File: src/rtl/hist_pkg.sv
// Constants and carriers for the host interrupt status block, bits 19 down to 5
package hist_pkg;

  // ****************************************************************
  // Status bit positions
  // ****************************************************************
  localparam int unsigned HIST_BIT_TIMER_WRAP = 19;
  localparam int unsigned HIST_BIT_RSVD_18 = 18;
  localparam int unsigned HIST_BIT_POWER_EVENT = 17;
  localparam int unsigned HIST_BIT_TXS_OVERFLOW = 16;
  localparam int unsigned HIST_BIT_RX_WATCHDOG = 15;
  localparam int unsigned HIST_BIT_RX_ERROR = 14;
  localparam int unsigned HIST_BIT_TX_ERROR = 13;
  localparam int unsigned HIST_BIT_IO_SUMMARY = 12;
  localparam int unsigned HIST_BIT_RSVD_11 = 11;
  localparam int unsigned HIST_BIT_TXD_OVERRUN = 10;
  localparam int unsigned HIST_BIT_TXD_SPACE = 9;
  localparam int unsigned HIST_BIT_TXS_FULL = 8;
  localparam int unsigned HIST_BIT_TXS_LEVEL = 7;
  localparam int unsigned HIST_BIT_RX_DROPPED = 6;
  localparam int unsigned HIST_BIT_RSVD_5 = 5;
  localparam int unsigned HIST_BIT_LO = 5;
  localparam int unsigned HIST_BIT_HI = 19;

  // ****************************************************************
  // Widths, limits and reset values
  // ****************************************************************
  localparam int unsigned HIST_REG_W = 32;
  localparam int unsigned HIST_LEVEL_W = 8;
  localparam int unsigned HIST_TIMER_W = 16;
  localparam int unsigned HIST_LEN_W = 12;
  localparam logic [HIST_TIMER_W-1:0] HIST_TIMER_MAX = 16'hffff;
  localparam logic [HIST_LEN_W-1:0] HIST_RX_LEN_LIMIT = 12'h800;
  localparam logic [HIST_LEN_W-1:0] HIST_TAG_LEN_LIMIT = 12'h7fc;
  localparam logic [HIST_LEVEL_W-1:0] HIST_TXD_LEVEL_RST = 8'h48;
  localparam logic [HIST_LEVEL_W-1:0] HIST_TXS_LEVEL_RST = 8'h00;
  localparam logic [HIST_REG_W-1:0] HIST_STATUS_RST = 32'h0000_0000;
  localparam logic [HIST_REG_W-1:0] HIST_WRITABLE_MASK = 32'h000b_e7c0;
  localparam int unsigned HIST_SYNC_STAGES = 3;

  // ****************************************************************
  // Carriers
  // ****************************************************************
  typedef struct packed {
    logic timer_tick;
    logic [HIST_TIMER_W-1:0] timer_count_value;
    logic power_mgmt_pending;
    logic txs_overflow;
    logic rx_frame_end;
    logic [HIST_LEN_W-1:0] rx_frame_len;
    logic rx_tag_inserted;
    logic [HIST_LEN_W-1:0] rx_orig_len;
    logic rx_error;
    logic tx_error;
    logic txd_write_try;
    logic txd_full;
    logic [HIST_LEVEL_W-1:0] txd_free_blocks;
    logic txs_full;
    logic [HIST_LEVEL_W-1:0] txs_used_words;
    logic rx_frame_dropped;
  } hist_events_t;

  typedef struct packed {
    logic wr_en;
    logic [HIST_REG_W-1:0] wr_data;
    logic [HIST_LEVEL_W-1:0] txd_level;
    logic [HIST_LEVEL_W-1:0] txs_level;
  } hist_host_t;

endpackage

File: src/rtl/hist_pin_sync.sv
// Three-stage synchroniser with agreement filter for one external level
`timescale 1ns/1ps
`default_nettype none
module hist_pin_sync (
  input wire logic sys_clk,
  input wire logic rst_b,
  input wire logic clk_en,
  input wire logic pin_in,
  output logic level_out
);
  typedef struct packed {
    logic s1;
    logic s2;
    logic s3;
    logic level;
  } hist_sync_state_t;

  hist_sync_state_t st_r;
  hist_sync_state_t st_nxt;

  always_comb begin
    st_nxt = st_r;
    if (clk_en) begin
      st_nxt.s1 = pin_in;
      st_nxt.s2 = st_r.s1;
      st_nxt.s3 = st_r.s2;
      if (st_r.s2 == st_r.s3) begin
        st_nxt.level = st_r.s3;
      end
    end
  end

  always_ff @(posedge sys_clk or negedge rst_b) begin
    if (!rst_b) begin
      st_r <= '0;
    end else begin
      st_r <= st_nxt;
    end
  end

  assign level_out = st_r.level;
endmodule
`default_nettype wire

File: src/rtl/hist_status.sv
// Host interrupt status register, event bits 19 down to 5
// How it works
// - Timer wrap from zero to all ones sets bit 19.
// - Power-management event from control-register selections sets bit 17.
// - Bit 17 sets even when the wake indicator output is disabled.
// - Writing one clears bit 17 only while power_mgmt_pending is low; a pending event keeps it set.
// - Power event reaches the interrupt output without the deassertion interval.
// - Transmit status FIFO overflow sets bit 16.
// - Received packet longer than 2048 bytes sets bit 15.
// - Tag insertion on untagged frame over 2044 bytes also sets bit 15.
// - Receiver error sets bit 14.
// - Transmitter error sets bit 13.
// - Bit 12 is a read-only summary of pending I/O interrupts.
// - Write to full transmit data FIFO sets bit 10.
// - Transmit data free space above programmed level sets bit 9.
// - Transmit status FIFO becoming full sets bit 8.
// - Transmit status fill exceeding programmed level sets bit 7.
// - Each dropped receive frame sets bit 6.
// - Write one clears a flag; write zero leaves it.
// - Flags record events regardless of interrupt enables.
// - Data-available level is 8 bits, 64-byte blocks, reset 48h.
// - Status level fires when used words exceed the programmed level.
`timescale 1ns/1ps
`default_nettype none
module hist_status (
  input wire logic sys_clk,
  input wire logic rst_b,
  input wire logic clk_en,
  input wire hist_pkg::hist_events_t events,
  input wire hist_pkg::hist_host_t host,
  input wire logic io_irq_pin,
  output logic [hist_pkg::HIST_REG_W-1:0] interrupt_event_status,
  output logic power_event_direct,
  output logic [hist_pkg::HIST_LEVEL_W-1:0] txd_level_r_out,
  output logic [hist_pkg::HIST_LEVEL_W-1:0] txs_level_r_out
);
  import hist_pkg::*;

  // ****************************************************************
  // State
  // ****************************************************************
  typedef struct packed {
    logic [HIST_REG_W-1:0] status;
    logic [HIST_TIMER_W-1:0] prev_count;
    logic prev_txs_full;
    logic prev_txs_above;
    logic prev_txd_above;
    logic [HIST_LEVEL_W-1:0] txd_level;
    logic [HIST_LEVEL_W-1:0] txs_level;
  } hist_state_t;

  hist_state_t st_r;
  hist_state_t st_nxt;
  logic io_summary;
  logic [HIST_REG_W-1:0] set_vec;
  logic [HIST_REG_W-1:0] clr_vec;
  logic timer_wrap;
  logic rx_long;
  logic tag_long;
  logic txs_above;
  logic txd_above;

  // ****************************************************************
  // External I/O interrupt summary, from another domain
  // ****************************************************************
  hist_pin_sync u_io_sync (
    .sys_clk(sys_clk),
    .rst_b(rst_b),
    .clk_en(clk_en),
    .pin_in(io_irq_pin),
    .level_out(io_summary)
  );

  // ****************************************************************
  // Event detection
  // ****************************************************************
  always_comb begin
    timer_wrap = events.timer_tick && (st_r.prev_count == '0)
                 && (events.timer_count_value == HIST_TIMER_MAX);
    rx_long = events.rx_frame_end && (events.rx_frame_len > HIST_RX_LEN_LIMIT);
    tag_long = events.rx_frame_end && events.rx_tag_inserted
               && (events.rx_orig_len > HIST_TAG_LEN_LIMIT);
    txs_above = events.txs_used_words > st_r.txs_level;
    txd_above = events.txd_free_blocks > st_r.txd_level;
    set_vec = '0;
    set_vec[HIST_BIT_TIMER_WRAP] = timer_wrap;
    // Taken straight from the power control logic, not from the wake pin
    set_vec[HIST_BIT_POWER_EVENT] = events.power_mgmt_pending;
    set_vec[HIST_BIT_TXS_OVERFLOW] = events.txs_overflow;
    set_vec[HIST_BIT_RX_WATCHDOG] = rx_long || tag_long;
    set_vec[HIST_BIT_RX_ERROR] = events.rx_error;
    set_vec[HIST_BIT_TX_ERROR] = events.tx_error;
    set_vec[HIST_BIT_TXD_OVERRUN] = events.txd_write_try && events.txd_full;
    set_vec[HIST_BIT_TXD_SPACE] = txd_above && !st_r.prev_txd_above;
    set_vec[HIST_BIT_TXS_FULL] = events.txs_full && !st_r.prev_txs_full;
    set_vec[HIST_BIT_TXS_LEVEL] = txs_above && !st_r.prev_txs_above;
    set_vec[HIST_BIT_RX_DROPPED] = events.rx_frame_dropped;
    clr_vec = '0;
    if (host.wr_en) begin
      clr_vec = host.wr_data & HIST_WRITABLE_MASK;
    end
  end

  // ****************************************************************
  // Register update
  // ****************************************************************
  always_comb begin
    st_nxt = st_r;
    if (clk_en) begin
      // Set beats clear in the same cycle; enables play no part here
      st_nxt.status = ((st_r.status & ~clr_vec) | set_vec) & HIST_WRITABLE_MASK;
      st_nxt.prev_count = events.timer_count_value;
      st_nxt.prev_txs_full = events.txs_full;
      st_nxt.prev_txs_above = txs_above;
      st_nxt.prev_txd_above = txd_above;
      st_nxt.txd_level = host.txd_level;
      st_nxt.txs_level = host.txs_level;
    end
  end

  always_ff @(posedge sys_clk or negedge rst_b) begin
    if (!rst_b) begin
      st_r.status <= HIST_STATUS_RST;
      st_r.prev_count <= '0;
      st_r.prev_txs_full <= 1'b0;
      st_r.prev_txs_above <= 1'b0;
      st_r.prev_txd_above <= 1'b0;
      st_r.txd_level <= HIST_TXD_LEVEL_RST;
      st_r.txs_level <= HIST_TXS_LEVEL_RST;
    end else begin
      st_r <= st_nxt;
    end
  end

  // ****************************************************************
  // Outputs
  // ****************************************************************
  always_comb begin
    interrupt_event_status = st_r.status;
    interrupt_event_status[HIST_BIT_IO_SUMMARY] = io_summary;
    interrupt_event_status[HIST_BIT_RSVD_18] = 1'b0;
    interrupt_event_status[HIST_BIT_RSVD_11] = 1'b0;
    interrupt_event_status[HIST_BIT_RSVD_5] = 1'b0;
  end

  // Marks the power flag as exempt from the deassertion interval downstream
  assign power_event_direct = st_r.status[HIST_BIT_POWER_EVENT];
  assign txd_level_r_out = st_r.txd_level;
  assign txs_level_r_out = st_r.txs_level;
endmodule
`default_nettype wire

File: config.mk
export PLATFORM = sky130hd
export DESIGN_NAME = hist_status
export DESIGN_NICKNAME = d
export VERILOG_FILES = /design/src/rtl/hist_pkg.sv /design/src/rtl/hist_pin_sync.sv /design/src/rtl/hist_status.sv
export SDC_FILE = /design/constraint.sdc
export NUM_CORES = 1
export LEC_CHECK = 0
export BUFFER_PORTS_ARGS = -buffer_cell sky130_fd_sc_hd__buf_2
export CORE_ASPECT_RATIO = 1.4
export CORE_MARGIN = 2
export CORE_UTILIZATION = 47
export DETAILED_ROUTE_END_ITERATION = 12
export HOLD_SLACK_MARGIN = 0.05
export PLACE_DENSITY = 0.95
export SLEW_MARGIN = 20
export SYNTH_ARGS = -nofsm -noshare
export SYNTH_HDL_FRONTEND = slang
export SYNTH_SLANG_ARGS = --single-unit
export TNS_END_PERCENT = 30
File: constraint.sdc
create_clock -name sys_clk -period 2.6 [get_ports sys_clk]
set_clock_uncertainty 0.1 [all_clocks]
set_input_delay 0.13 -clock sys_clk [delete_from_list [all_inputs] [get_ports sys_clk]]
set_output_delay 0.13 -clock sys_clk [all_outputs]
set_load 0.05 [all_outputs]
==> results by group <==
Status
  • Run status: completed

Synthesis
  • Mapped Area: 2796 sq um
  • Share of the yosys chip area belonging to registers: 0.4483
  • Syn avg cell area: 10.06 sq um
  • Number of enable-type register cells in the synthesized netlist: 0
  • Count of distinct cell types in the synthesized netlist: 33
  • Flop and latch count out of synthesis: 50
  • Number of standard cells after synthesis: ~280
  • Portion of synthesized cell area occupied by the leading cell type: 0.4295
  • Post-synth top area cell: sky130_fd_sc_hd__dfrtp_1
  • Area contributors post-synth: sky130_fd_sc_hd__dfrtp_1 43%, sky130_fd_sc_hd__buf_4 13%, sky130_fd_sc_hd__mux2_2 8.1%
  • Syn. warnings: 0
  • Proportion of register bits with asynchronous set or reset after synthesis: 1.000
  • Most used DFF post-synth: sky130_fd_sc_hd__dfrtp_1

Setup path
  • Required time at the endpoint of the critical path: 2740 ps
  • Crit end category: register
  • CP max FO: 2
  • Worst Setup Path Type: register to register
  • Highest cell delay on the worst timing path: 580 ps
  • Highest-delay cell along the critical path: sky130_fd_sc_hd__dlygate4sd3_1
  • Series of cell instances along the critical path: or4_1, nor4_1, nand4_1, o41ai_2, dlygate4sd3_1
  • Signal arrival time at the worst endpoint: 2530 ps
  • Largest delay share family, worst path: simple AND/OR/NAND/NOR gates
  • Count of buffering cells on the critical path with inverters included: 1
  • Critical Path Source Type: register

Clock tree
  • Clock tree from TritonCTS: yes
  • Number of sinks driven by the clock tree: 50
  • Largest buffer count on any clock path: 2
  • Worst-path clk slew: 90 ps
  • Post-cts repair resize count: 0
  • Inserted Clock Buffers: 5
  • Clock insertion delay at the later pin of the skew report: approximately 300 ps
  • CTS HTree Levels: 2
  • Root Buffer Master: sky130_fd_sc_hd__clkbuf_8

Timing
  • Period utilisation layout: 0.9197
  • Time the final worst path needs with I/O delays and setup: 2391 ps
  • Setup Total Neg Slack: 0 ps
  • Highest clock rate: 0.4182 GHz
  • Fin. Hold Viols: 0
  • Relative slew margins: 0.5839
  • Slew at the pin with the worst max-slew slack: 624.2 ps
  • Unrepaired setup endpoints after global routing: false
  • Setup violators final: 0
  • Slew Viols, Final: 0

Cells and area
  • Final non-filler cell total: 501
  • Count of inserted antenna diode cells: 0
  • Synth-to-Final Area Change: 37.23%
  • Final-stage net count: 567
  • Most common cell after layout, fill and taps aside: sky130_fd_sc_hd__buf_2
  • Share of post-route cells with drive strength above 1: 0.3666
  • Most used cells in the layout excluding fill and tap cells: 126 x sky130_fd_sc_hd__buf_2, 54 x sky130_fd_sc_hd__dlygate4sd3_1, 48 x sky130_fd_sc_hd__dfrtp_1

Detailed routing
  • Via Count: 2,511
  • Final WL: between 7 and 8 mm
  • Number of DRC violations after detailed-routing iteration 0: around 130
  • Detailed Routing Iterations Pass 1: 4
  • Antenna Nets Post-Route: 0
  • Via-per-instance ratio: about 5.0
  • Residual DRC: 0
  • WL/cell: 15.06 um

Min path
  • HP Class: input port to register

Job
  • Number of maximum-capacitance constraint violations: 0

Global routing
  • Largest net degree at the start of global routing: 50
  • Met2 layer usage reported by global route: 0.4559
  • Global-route met3 utilization: 0.03488
  • Met1 routing resource usage after global routing: 0.2376
  • All-Layer GR Usage: 0.2275
  • Aggregate global routing overflow: 0
  • Vias in the first global route: 2,616
  • First-pass GRT wire length: around 12 mm
  • Antenna violations before repair: 0
  • Most utilized layer in the global route result: met2

Place
  • # port buffers: 127
  • Half-perimeter wire length after placement: slightly below 5 mm
  • Routability-driven placement congestion ratio: 0.8480
  • # placed instances: 440

Power and ir drop
  • Static power due to leakage: 1.928 nW
  • Worst ir drop on vdd: 0.0003750 V
  • Ratio of total power to cell area: ~540 nW/um^2

Die
  • Top-Level Pins: ~170
  • Cell row count: 33
  • Die height: 95.27 um
  • Floorplan Core Area: 5822 sq um
  • Die X: between 60 and 70 um
  • Full die area: 6591 sq um
  • Starting Density: 0.4803
-- final cells by class --
class | instances | area, sq um
Clock buffer | 6 | 72.57
Clock inverter | 1 | 7.507
Fill cell | 452 | 1984
Inverter | 19 | 71.32
Multi-Input combinational cell | 172 | 1151
Sequential cell | 50 | 1254
Tap cell | 70 | 87.58
Timing Repair Buffer | 183 | 1194
-- registers in the layout, summed over array words and instances (netlist names) --
signal                  cells
txd_level_r_out             8
u_io_sync.level_out         1
u_io_sync.st_r              3
interrupt_event_status     11
st_r                       19
txs_level_r_out             8
-- routing by layer --
layer	vias up	part of all wire	wire [um]
li1	1195	-	-
met1	1207	0.36	2728
met2	99	0.57	4333
met3	10	0.047	353
met4	0	0.017	129
met5	-	0	0
-- power breakdown --
group | total (W) | leakage [nW] | internal (W) | switching (W)
Sequential | 0.000926 | 0.583 | 0.000873 | 0.0000535
Clock | 0.000435 | 0.0373 | 0.000185 | 0.000250
Combinational | 0.000724 | 1.31 | 0.000256 | 0.000468
-- worst paths after layout --
path                                            from  depth (start not counted)  slack (ps)                         end
max                                         st_r[19]                          5         210  interrupt_event_status[19]
min in group asynchronous                      rst_b                          2         290                    st_r[16]
min reg2reg                interrupt_event_status[9]                          2         400   interrupt_event_status[9]
max in group asynchronous                      rst_b                          3        1630          txd_level_r_out[7]
min                                         host[31]                          4          70  interrupt_event_status[15]
max reg2reg                                 st_r[19]                          5         210  interrupt_event_status[19]
-- cell families after synthesis --
family / Yosys count / share of synthesized area
buf+inv: 75 / 0.1655
simple gates: 67 / 0.1181
flops: 50 / 0.4483
compound gates: 47 / 0.1074
mux: 22 / 0.08770
fa+ha+maj: 16 / 0.07159
other cells: 1 / 0.001341
-- worst reg2reg max path, cell delays in order, from the launching register on --
cell                            delay (ps)
sky130_fd_sc_hd__dfrtp_1               380
sky130_fd_sc_hd__or4_1                 540
sky130_fd_sc_hd__nor4_1                280
sky130_fd_sc_hd__nand4_1               140
sky130_fd_sc_hd__o41ai_2               330
sky130_fd_sc_hd__dlygate4sd3_1         580
-- stage by stage --
step / total power, W / cell area [sq um] / hold WS, ps / util / setup slack, ps
5_1_grt: 0.002190 / 3837 / 65.02 / 0.6591 / 50.49
2_1_floorplan: 0.001481 / 2868 / -265.6 / - / 841.7
4_1_cts: 0.002088 / 3835 / 54.22 / 0.6587 / 184.4
3_5_place_dp: 0.001583 / 3214 / 248.1 / 0.5521 / 705.5
6_report: 0.002085 / 3837 / 71.09 / 0.6591 / 208.8
3_3_place_gp: 0.001557 / 3214 / 235.9 / 0.5521 / 751.0
-- synth_stat cells (all sizes together), types with 4 or more instances --
master  instances
nor4            4
nand3           6
mux2           20
a21oi           8
nand2          33
nand4           7
nor2            4
a22o            5
inv            19
buf            53
dfrtp          48
o21ai          22
ha             16
-- what timing repair did --
action,CTS,global route
hold endpoints to repair,91,0
hold buffers,54,0
buffers inserted,0,0
No activity file was read; power rests on OpenSTA's default activity.
